==> config.mk <==
export PLATFORM = sky130hd
export DESIGN_NAME = pcs_core
export DESIGN_NICKNAME = d
export VERILOG_FILES = /design/src/core/pcs_pkg.sv /design/src/core/pcs_core.sv /design/src/core/pcs_stack.sv
export SDC_FILE = /design/constraint.sdc
export NUM_CORES = 1
export LEC_CHECK = 0
export BUFFER_PORTS_ARGS = -buffer_cell sky130_fd_sc_hd__buf_2
export CAP_MARGIN = 20
export CELL_PAD_IN_SITES_DETAIL_PLACEMENT = 1
export CELL_PAD_IN_SITES_GLOBAL_PLACEMENT = 1
export CORE_MARGIN = 2
export CORE_UTILIZATION = 51
export DETAILED_ROUTE_END_ITERATION = 10
export GPL_TIMING_DRIVEN = 0
export MAX_ROUTING_LAYER = met4
export PLACE_DENSITY = 0.85
export SYNTH_ARGS = -nofsm -noshare
export SYNTH_HDL_FRONTEND = slang
export SYNTH_SLANG_ARGS = --single-unit
==> constraint.sdc <==
create_clock -name i_clk -period 9.5 [get_ports i_clk]
set_clock_uncertainty 0.05 [all_clocks]
set_input_delay 1.425 -clock i_clk [delete_from_list [all_inputs] [get_ports i_clk]]
set_output_delay 1.425 -clock i_clk [all_outputs]
set_load 0.05 [all_outputs]
==> src/core/pcs_pkg.sv <==
/*
 * Constants and types for the program counter, paging and return stack block.
 * Assumes a single instruction clock; the decoder issues one operation per cycle.
 */
// Function
// - Program counter is thirteen bits wide
// - Low byte readable and writable by software
// - Upper counter bits never directly readable
// - Any reset clears upper counter bits
// - Low byte write loads upper bits from latch
// - Call/goto: eleven instruction bits, latch page bits
// - Eight entry thirteen bit hardware stack
// - Stack pointer is internal only
// - Push on call and interrupt vectoring
// - Pop on return, literal return, interrupt return
// - Push and pop leave latch unchanged
// - Stack wraps circularly, ninth push overwrites first
// - No overflow or underflow status
// - Return restores all thirteen counter bits
// - Returns never reload the high latch
// - Eight K word space in 2K pages
// - Computed jump adds no carry upward
package pcs_pkg;
    // ==========================================================
    // Widths
    localparam int PC_W = 13;
    localparam int LOW_W = 8;
    localparam int LATCH_W = 5;
    localparam int BRANCH_W = 11;
    localparam int STACK_DEPTH = 8;
    localparam int PAGE_LO = 3;
    localparam int PAGE_HI = 4;

    // ==========================================================
    // Reset values and vectors
    localparam logic [12:0] PC_RESET = 13'h0000;
    localparam logic [4:0] LATCH_RESET = 5'h00;
    localparam logic [12:0] IRQ_VECTOR = 13'h0004;

    // ==========================================================
    // Operations issued by the decoder
    typedef enum logic [2:0] {
        PCS_OP_NEXT = 3'h0,
        PCS_OP_WRLOW = 3'h1,
        PCS_OP_BRANCH = 3'h3,
        PCS_OP_CALL = 3'h2,
        PCS_OP_RET = 3'h6,
        PCS_OP_IRQ = 3'h7,
        PCS_OP_HOLD = 3'h5
    } pcs_op_t;
endpackage : pcs_pkg

==> src/core/pcs_core.sv <==
/*
 * Program counter sequencer: low byte, high latch, paging and return stack.
 * Assumes the decoder presents one operation per cycle, synchronous to i_clk.
 */
`timescale 1ns/1ps
module pcs_core (
    // Clock and reset
    input wire logic i_clk,
    input wire logic i_rst,
    // Decoder operation
    input wire pcs_pkg::pcs_op_t i_op,
    input wire logic [10:0] i_target,
    input wire logic [7:0] i_low_wdata,
    // High latch write
    input wire logic i_latch_we,
    input wire logic [4:0] i_latch_wdata,
    // Program counter and readable state
    output logic [12:0] o_pc,
    output logic [7:0] o_pc_low,
    output logic [4:0] o_latch
);
    // ==========================================================
    // Registered state
    logic [1:0] pc_page;
    logic [2:0] pc_mid;
    logic [7:0] pc_byte;
    logic [4:0] latch;
    logic [12:0] pc;

    // ==========================================================
    // Decode flags, exactly one high in any cycle
    logic op_next;
    logic op_wrlow;
    logic op_branch;
    logic op_call;
    logic op_ret;
    logic op_irq;
    logic op_hold;
    logic op_spare;

    // ==========================================================
    // Candidate addresses
    logic [12:0] seq_addr;
    logic [12:0] low_addr;
    logic [12:0] page_addr;
    logic [12:0] ret_addr;
    logic [12:0] vec_addr;

    // ==========================================================
    // Next state
    logic [7:0] next_pc_byte;
    logic [2:0] next_pc_mid;
    logic [1:0] next_pc_page;
    logic [12:0] next_pc;
    logic [4:0] next_latch;

    // ==========================================================
    // Stack side
    logic push;
    logic pop;
    logic [12:0] push_data;
    logic [12:0] stack_top;

    // ==========================================================
    // Operation decode; code 4 is unused and behaves as hold
    // One-hot flags keep the selectors below free of priority
    always_comb begin
        op_next = 1'b0;
        op_wrlow = 1'b0;
        op_branch = 1'b0;
        op_call = 1'b0;
        op_ret = 1'b0;
        op_irq = 1'b0;
        op_hold = 1'b0;
        op_spare = 1'b0;
        unique case (i_op)
            pcs_pkg::PCS_OP_NEXT: begin
                op_next = 1'b1;
            end
            pcs_pkg::PCS_OP_WRLOW: begin
                op_wrlow = 1'b1;
            end
            pcs_pkg::PCS_OP_BRANCH: begin
                op_branch = 1'b1;
            end
            pcs_pkg::PCS_OP_CALL: begin
                op_call = 1'b1;
            end
            pcs_pkg::PCS_OP_RET: begin
                op_ret = 1'b1;
            end
            pcs_pkg::PCS_OP_IRQ: begin
                op_irq = 1'b1;
            end
            pcs_pkg::PCS_OP_HOLD: begin
                op_hold = 1'b1;
            end
            default: begin
                op_spare = 1'b1;
            end
        endcase
    end

    // ==========================================================
    // Candidate addresses
    assign pc = {pc_page, pc_mid, pc_byte};
    assign seq_addr = 13'(pc + 13'h0001);
    // No carry out of the low byte: the latch alone sets the top
    assign low_addr = {latch, i_low_wdata};
    assign page_addr = {latch[pcs_pkg::PAGE_HI:pcs_pkg::PAGE_LO], i_target};
    assign ret_addr = stack_top;
    assign vec_addr = pcs_pkg::IRQ_VECTOR;

    // ==========================================================
    // Stack control
    assign push = op_call | op_irq;
    assign pop = op_ret;

    // Irq saves the interrupted address, call the one after it
    always_comb begin
        if (op_irq) begin
            push_data = pc;
        end else begin
            push_data = seq_addr;
        end
    end

    // Pointer is hidden and wraps silently in both directions
    // Push and pop never meet: one operation per cycle
    pcs_stack #(
        .DEPTH(pcs_pkg::STACK_DEPTH),
        .WIDTH(pcs_pkg::PC_W)
    ) u_stack (
        .i_clk(i_clk),
        .i_rst(i_rst),
        .i_push(push),
        .i_pop(pop),
        .i_data(push_data),
        .o_top(stack_top)
    );

    // ==========================================================
    // Next low byte
    always_comb begin
        next_pc_byte = pc_byte;
        unique case (1'b1)
            op_next: begin
                next_pc_byte = seq_addr[7:0];
            end
            op_wrlow: begin
                next_pc_byte = low_addr[7:0];
            end
            op_branch,
            op_call: begin
                next_pc_byte = page_addr[7:0];
            end
            op_ret: begin
                next_pc_byte = ret_addr[7:0];
            end
            op_irq: begin
                next_pc_byte = vec_addr[7:0];
            end
            op_hold,
            op_spare: begin
                next_pc_byte = pc_byte;
            end
        endcase
    end

    // ==========================================================
    // Next bits 10 to 8, inside the page
    always_comb begin
        next_pc_mid = pc_mid;
        unique case (1'b1)
            op_next: begin
                next_pc_mid = seq_addr[10:8];
            end
            op_wrlow: begin
                next_pc_mid = low_addr[10:8];
            end
            op_branch,
            op_call: begin
                next_pc_mid = page_addr[10:8];
            end
            op_ret: begin
                next_pc_mid = ret_addr[10:8];
            end
            op_irq: begin
                next_pc_mid = vec_addr[10:8];
            end
            op_hold,
            op_spare: begin
                next_pc_mid = pc_mid;
            end
        endcase
    end

    // ==========================================================
    // Next page bits
    always_comb begin
        next_pc_page = pc_page;
        unique case (1'b1)
            op_next: begin
                next_pc_page = seq_addr[12:11];
            end
            op_wrlow: begin
                next_pc_page = low_addr[12:11];
            end
            op_branch,
            op_call: begin
                next_pc_page = page_addr[12:11];
            end
            op_ret: begin
                next_pc_page = ret_addr[12:11];
            end
            op_irq: begin
                next_pc_page = vec_addr[12:11];
            end
            op_hold,
            op_spare: begin
                next_pc_page = pc_page;
            end
        endcase
    end

    // ==========================================================
    // Full next address
    assign next_pc = {next_pc_page, next_pc_mid, next_pc_byte};

    // ==========================================================
    // Next latch; stack traffic never touches it
    always_comb begin
        next_latch = latch;
        if (i_latch_we) begin
            next_latch = i_latch_wdata;
        end
    end

    // ==========================================================
    // Program counter registers
    always_ff @(posedge i_clk or posedge i_rst) begin
        if (i_rst) begin
            pc_byte <= pcs_pkg::PC_RESET[7:0];
        end else begin
            pc_byte <= next_pc_byte;
        end
    end

    // Upper bits cleared by every reset, so no stale page survives
    always_ff @(posedge i_clk or posedge i_rst) begin
        if (i_rst) begin
            pc_mid <= pcs_pkg::PC_RESET[10:8];
        end else begin
            pc_mid <= next_pc_mid;
        end
    end

    always_ff @(posedge i_clk or posedge i_rst) begin
        if (i_rst) begin
            pc_page <= pcs_pkg::PC_RESET[12:11];
        end else begin
            pc_page <= next_pc_page;
        end
    end

    // ==========================================================
    // High latch
    always_ff @(posedge i_clk or posedge i_rst) begin
        if (i_rst) begin
            latch <= pcs_pkg::LATCH_RESET;
        end else begin
            latch <= next_latch;
        end
    end

    // ==========================================================
    // Fetch address
    // Registered copies cost flops but keep every output glitch-free
    always_ff @(posedge i_clk or posedge i_rst) begin
        if (i_rst) begin
            o_pc <= pcs_pkg::PC_RESET;
        end else begin
            o_pc <= next_pc;
        end
    end

    // ==========================================================
    // Readable low byte; upper bits leave only on the fetch address
    always_ff @(posedge i_clk or posedge i_rst) begin
        if (i_rst) begin
            o_pc_low <= pcs_pkg::PC_RESET[7:0];
        end else begin
            o_pc_low <= next_pc_byte;
        end
    end

    // ==========================================================
    // High latch copy
    always_ff @(posedge i_clk or posedge i_rst) begin
        if (i_rst) begin
            o_latch <= pcs_pkg::LATCH_RESET;
        end else begin
            o_latch <= next_latch;
        end
    end
endmodule : pcs_core

==> src/core/pcs_stack.sv <==
/*
 * Circular return-address stack, flip-flop storage.
 * Assumes push and pop are never asserted together.
 */
`timescale 1ns/1ps
module pcs_stack #(
    parameter int DEPTH = pcs_pkg::STACK_DEPTH,
    parameter int WIDTH = pcs_pkg::PC_W
) (
    // Clock and reset
    input wire logic i_clk,
    input wire logic i_rst,
    // Control
    input wire logic i_push,
    input wire logic i_pop,
    input wire logic [WIDTH-1:0] i_data,
    // Top of stack
    output logic [WIDTH-1:0] o_top
);
    localparam int PW = $clog2(DEPTH);

    logic [WIDTH-1:0] mem [DEPTH];
    logic [PW-1:0] ptr;

    // ==========================================================
    // Pointer: free-running modulo, no full/empty tracking
    always_ff @(posedge i_clk or posedge i_rst) begin
        if (i_rst) begin
            ptr <= '0;
        end else if (i_push) begin
            ptr <= ptr + 1'b1;
        end else if (i_pop) begin
            ptr <= ptr - 1'b1;
        end
    end

    // ==========================================================
    // Storage
    always_ff @(posedge i_clk or posedge i_rst) begin
        if (i_rst) begin
            for (int i = 0; i < DEPTH; i++) begin
                mem[i] <= '0;
            end
        end else if (i_push) begin
            mem[ptr] <= i_data;
        end
    end

    // Entry below the pointer is the most recent push
    assign o_top = mem[PW'(ptr - 1'b1)];
endmodule : pcs_stack

==> flow_summary.ini, run 1 <==
[cts]
cts_tree = yes
clock_latency_ps = 430
htree_levels = 4
clkSinkCount = 125
post_cts_resized = 0
numCtsBuffers = 17
clkTransAtPathRegs_ps = 60
clock_path_buffers = 2
cts_setup_buffers = 0
root_buffer = clkbuf_16
hold_buffers = 0

[logic_synthesis]
synth-seq-area-share_pct = 51.12
async_reset_ff_share_pct = 100.0
synth_top_family_by_area = compound AO/OA/AOI/OAI gates
synth_fa_ha_area_share_pct = 0.6135
synth_top_area_share_pct = 51.12
synthSimpleGateAreaFrac_pct = 12.92
synth-edff-count = 0
synthTopCellsByArea = dfrtp_1, mux4_2, a21oi_1
yosys.area.top_type = dfrtp_1
yosys_register_bits = 125
synth_compound_area_share_pct = 14.91
synth_area_um2 = 6118
muxShareOfSynthArea_pct = 11.39
synth.distinct_cells = 47
syn-instance-count = 589
synth-xor-area-share_pct = 4.560
yosys_warnings = 0
syn_area_per_cell_um2 = 10.39
synth_ff_type = dfrtp_1
syn_nets = 622

[routing]
routedWlPerCell_um = 25.45
first_pass_iters = 5
finalWirelength_um = 20920
vias_per_cell = 6.478
drc_errors = 0
first_iter_violations = 483
antenna_left = 0
vias = 5325

[placed_design]
dp_hpwl_um = 13290
place_area_um2 = 6600
gp_congestion = 0.8321
io_buffers = 53
dpl_worst_slack_ps = 6032

[final_layout]
diodes = 0
final_layout_size_suffix_gt1_share_pct = 24.00
areaGrowthSynthToFinish_pct = 17.93
fin_util_pct = 60.83
layout_common_cells = dfrtp_1, nand2_1, nor2_1, buf_2, a21oi_1
final_area_um2 = 7216
nNetsFinal = 695
nFillCells = 1298
final_common_cell = dfrtp_1

[floorplanning]
core_region_area_um2 = 11860
die_w_um = 113.5
rows = 40
io_pins = 56
initial_utilization_pct = 51.58
die-area_um2 = 12890
die_h_um = 113.5

[run]
maxCapViolCount = 0

[worst_setup_path]
critPathMaxStageDelay_ps = 620
arrival_ps = 3540
crit_family = buffers and inverters
path_cells = clkinv_1, ha_1, buf_2, clkbuf_1, mux4_2, a22oi_1, a22oi_1
crit_slowest_cell = clkbuf_1
crit_required_ps = 9730
cp-start-kind = flip-flop
critical_path_class = reg2reg
endpoint_kind = flip-flop
path_max_fanout = 10
path_buf_inv = 3
crit_top_cell = a22oi_1

[pwr]
pwr_density_cell_nw_per_um2 = 382.9
leakagePower_uw = 0.003188
vdd_ir_drop_max_v = 0.0001830

[timing]
rsz0062_at_grt = false
worst_pin_slew_ps = 932.7
slew_headroom_pct = 37.37
post-route-period-util_pct = 34.76
max_freq_ghz = 0.3028
timing.setup.tns_ps = 0
layout_min_cycle_time_ps = 3303
setup_viol = 0
finalHoldViolCount = 0
slew_viol_final = 0
setup_slack_ps = 6197

[global_routing]
antenna_found_initial = 0
track_usage_pct = 35.60
grt-ovfl-total = 0
grt_pass1_vias = 5855
grt_pass1_wl_um = 33340
grt_max_degree = 90

[min_path]
hold_path_class = reg2reg

[run_status]
outcome = finished clean
layer usage:
layer | up-vias | part of all wire, % | global-route usage (%) | wire length [um]
met5 | - | 0 | - | 0
li1 | 2214 | - | - | -
met2 | 297 | 50 | 57.33 | 10500
met1 | 2746 | 39 | 42.47 | 8251
met4 | 0 | 3.2 | 16.59 | 668
met3 | 68 | 7.2 | 8.927 | 1501
worst paths after layout:
kind / endpoint / from / cells after the start / slack (ps)
max in group asynchronous: u_stack.mem[69]$_DFFE_PP0P_ / i_rst / 3 / 7700
min in group asynchronous: u_stack.mem[36]$_DFFE_PP0P_ / i_rst / 2 / 940
worst min register to register: u_stack.mem[90]$_DFFE_PP0P_ / u_stack.mem[90]$_DFFE_PP0P_ / 2 / 430
worst max register to register: o_pc_low[6]$_DFF_PP0_ / u_stack.ptr[1]$_DFFE_PP0P_ / 7 / 6200
worst max-delay path: o_pc_low[6]$_DFF_PP0_ / u_stack.ptr[1]$_DFFE_PP0P_ / 7 / 6200
worst min-delay path: u_stack.mem[90]$_DFFE_PP0P_ / u_stack.mem[90]$_DFFE_PP0P_ / 2 / 430
tightest hold or removal path: cells and delay by family, from the launching register on:
kind | cells | cell delay, ps
AOI/OAI and AO/OA | 1 | 60
DFF | 1 | 340
and+or+nand+nor | 1 | 50
synthesized netlist by cell type, types with 9 or more instances:
library cell  count
a21oi_1          60
mux2i_1          10
buf_4             9
nor2_1           70
buf_2            15
dfrtp_1         125
o21ai_0          49
nand2_1          72
clkbuf_1         16
inv_1            10
o22ai_1          14
mux4_2           24
xor2_1           14
xnor2_1          11
a22oi_1          20
cell families after synthesis:
family	count (synthesis)
AO/OA/AOI/OAI	161
multiplexers	39
adder cells (fa/ha/maj)	3
AND/OR/NAND/NOR	178
XOR/XNOR	28
buffers and inverters	55
flip-flops	125
where the power goes:
part | switching [uW] | internal [uW] | total (uW)
Combinational | 680 | 438 | 1120
Sequential | 190 | 768 | 958
Clock | 259 | 427 | 686
Total | 1130 | 1630 | 2760
flip-flops by register name, summed over array words and instances, names as in the netlist:
name and count:
o_pc_low 7, u_stack.mem 104, u_stack.ptr 3, o_latch 5, o_pc 6
per-stage QoR:
stage,instances,total power [uW],hold slack [ps]
after floorplan,589,1669,394.4
after global placement,789,1906,406.2
after detailed placement,790,1992,418.3
after CTS,822,2735,432.0
after global routing,822,2881,473.5
final,822,2763,432.1
cell type report:
type	count	area (um2)	share of cell area [%]
inverters	11	46.29	0.6416
repair buffers	54	292.8	4.058
clock buffers	19	452.9	6.277
clock inverters	13	162.7	2.254
well taps	147	183.9	2.549
plain buffers	44	232.7	3.225
flip-flops and latches	125	3128	43.35
multi-input cells	409	2716	37.65
No activity file was read; power rests on OpenSTA's default activity.
==> run 2: changes to the inputs <==
--- a/config.mk
+++ b/config.mk
@@ -10,11 +10,11 @@
 export CELL_PAD_IN_SITES_DETAIL_PLACEMENT = 1
 export CELL_PAD_IN_SITES_GLOBAL_PLACEMENT = 1
 export CORE_MARGIN = 2
-export CORE_UTILIZATION = 51
+export CORE_UTILIZATION = 42
 export DETAILED_ROUTE_END_ITERATION = 10
 export GPL_TIMING_DRIVEN = 0
 export MAX_ROUTING_LAYER = met4
-export PLACE_DENSITY = 0.85
+export PLACE_DENSITY = 0.74
 export SYNTH_ARGS = -nofsm -noshare
 export SYNTH_HDL_FRONTEND = slang
 export SYNTH_SLANG_ARGS = --single-unit
==> constraint.sdc (replaced) <==
create_clock -name i_clk -period 2.7 [get_ports i_clk]
set_clock_uncertainty 0.05 [all_clocks]
set_input_delay 0.405 -clock i_clk [delete_from_list [all_inputs] [get_ports i_clk]]
set_output_delay 0.405 -clock i_clk [all_outputs]
set_load 0.05 [all_outputs]
==> run 2 against run 1 <==
Cell count is 4.7% higher. Routed wire length is 1.2% lower. Critical path depth stayed put. Clock-buffer cell count is 3 higher. Non-clock buffer count is 2 higher. Setup slack worse by 6000 ps.
==> flow_summary.ini, run 2 (synthesis gave the netlist of run 1 again) <==
[final_layout]
multiInputGateArea_um2 = 2783
final_layout_size_suffix_gt1_share_pct = 25.85
register_area_um2 = 3128
areaGrowthSynthToFinish_pct = 21.17
final_common_cell = dfrtp_1
largest_reg_flops = 104
nNetsFinal = 697
largestRegisters = u_stack.mem: 104 flops, o_pc_low: 7 flops, o_pc: 6 flops
final_area_um2 = 7413
diodes = 0
regMostFlops = u_stack.mem
layout_common_cells = dfrtp_1, nand2_1, nor2_1, buf_2, a21oi_1
nFillCells = 1575

[timing]
slew_viol_final = 0
worst_pin_slew_ps = 962.8
timing.setup.tns_ps = 0
max_freq_ghz = 0.3977
finalHoldViolCount = 0
layout_min_cycle_time_ps = 2514
rsz0062_at_grt = false
setup_viol = 0
slew_headroom_pct = 35.35
post-route-period-util_pct = 93.12

[global_routing]
grt_pass1_wl_um = 32820
grt-ovfl-total = 0
grt_max_degree = 43
track_usage_pct = 28.83
grt_pass1_vias = 5538
antenna_found_initial = 0

[floorplanning]
die_w_um = 124.7
die-area_um2 = 15550
core_region_area_um2 = 14370
rows = 44
io_pins = 56
die_h_um = 124.7
initial_utilization_pct = 42.58

[cts]
cts_setup_buffers = 0
clkSinkCount = 125
numCtsBuffers = 17
clock_path_buffers = 2
clkTransAtPathRegs_ps = 50
htree_levels = 4
clock_latency_ps = 430
root_buffer = clkbuf_16
cts_tree = yes

[pwr]
p_total_uw = 9755
p_seq_share_pct = 33.8
vdd_ir_drop_max_v = 0.0005929
clockPowerShare_pct = 26.4
comb_power_share_pct = 39.8
switching_share_pct = 38.40
switching_power_uw = 3746
pwr_density_cell_nw_per_um2 = 1316
p_int_uw = 6009
leakagePower_uw = 0.003243

[routing]
routedWlPerCell_um = 24.01
finalWirelength_um = 20670
antenna_left = 0
drc_errors = 0
first_iter_violations = 387
first_pass_iters = 5
vias_per_cell = 5.869
vias = 5053

[worst_setup_path]
arrival_ps = 2730
cp-start-kind = flip-flop
critical_path_class = reg2reg
endpoint_kind = flip-flop
path_max_fanout = 10
crit_required_ps = 2920

[placed_design]
gp_congestion = 0.8435
io_buffers = 53
place_area_um2 = 6678
dp_hpwl_um = 14030

[run_status]
outcome = finished clean

[min_path]
hold_path_class = in2async

[run]
maxCapViolCount = 0
[run 2: cell types whose count changed in the layout (fill, tap and decap cells not counted), moves of 2 or more]
cell and delta:
xor2_2 +3, inv_6 -3, buf_4 +2, xor2_1 -3
bufinv_16 +2, a22oi_1 -4, a22oi_2 +4, buf_12 +3
[run 2: final cells by class]
| type | instances | area share, % |
|---|---|---|
| Buffer | 44 | 3.274 |
| Clock buffer | 22 | 6.397 |
| Clock inverter | 10 | 2.498 |
| Inverter | 11 | 0.6076 |
| Multi-Input combinational cell | 409 | 37.54 |
| Sequential cell | 125 | 42.19 |
| Tap cell | 184 | 3.105 |
| Timing Repair Buffer | 56 | 4.388 |
[run 2: stage by stage]
stage	util (%)	hold slack (ps)	cells	setup WS [ps]
floorplan	-	394.4	589	345.0
global placement	46.06	406.1	826	-475.2
CTS	51.39	43.97	861	21.31
finish	51.59	30.19	861	185.6
global route	51.59	93.70	861	23.80
detailed placement	46.47	420.2	829	-550.4
[run 2: timing repair]
action                                  4_1_cts  5_1_grt
hold buffers                                  0        0
endpoints found under the setup margin       28       11
resized for setup                            12        6
[run 2: worst max-delay path, stage by stage (launching register included)]
cell      delay, ps
dfrtp_1         370
buf_4           300
buf_6           240
buf_2           370
nand3_2         290
clkbuf_1        400
nand2_1         190
o21ai_0         130
[run 2: power by group through the flow]
stage / Clock, uW / Combinational, uW / Sequential [uW]
after global routing: 2660 / 4180 / 3390
after global placement: 0 / 3570 / 3200
after detailed placement: 0 / 3710 / 3290
after CTS: 2590 / 3840 / 3270
after floorplan: 0 / 2550 / 3320
final: 2580 / 3880 / 3300
[run 2: routing by layer]
layer	global-route usage (%)	part of all wire, %
met5	-	0
met4	11.17	2.9
met3	6.014	6.0
met2	47.12	50
met1	35.32	41
[run 2: final timing paths]
| check | from | end | slack (ps) | cells after the start |
|---|---|---|---|---|
| max in group asynchronous | i_rst | o_pc_low[2]$_DFF_PP0_ | 1460 | 5 |
| min in group i_clk | i_latch_wdata[3] | o_latch[3]$_DFFE_PP0P_ | 150 | 3 |
| max reg2reg | u_stack.ptr[0]$_DFFE_PP0P_ | u_stack.mem[90]$_DFFE_PP0P_ | 190 | 7 |
| max | u_stack.ptr[0]$_DFFE_PP0P_ | u_stack.mem[90]$_DFFE_PP0P_ | 190 | 7 |
| min reg2reg | u_stack.mem[102]$_DFFE_PP0P_ | u_stack.mem[102]$_DFFE_PP0P_ | 430 | 2 |
| min | i_rst | u_stack.mem[72]$_DFFE_PP0P_ | 30 | 2 |
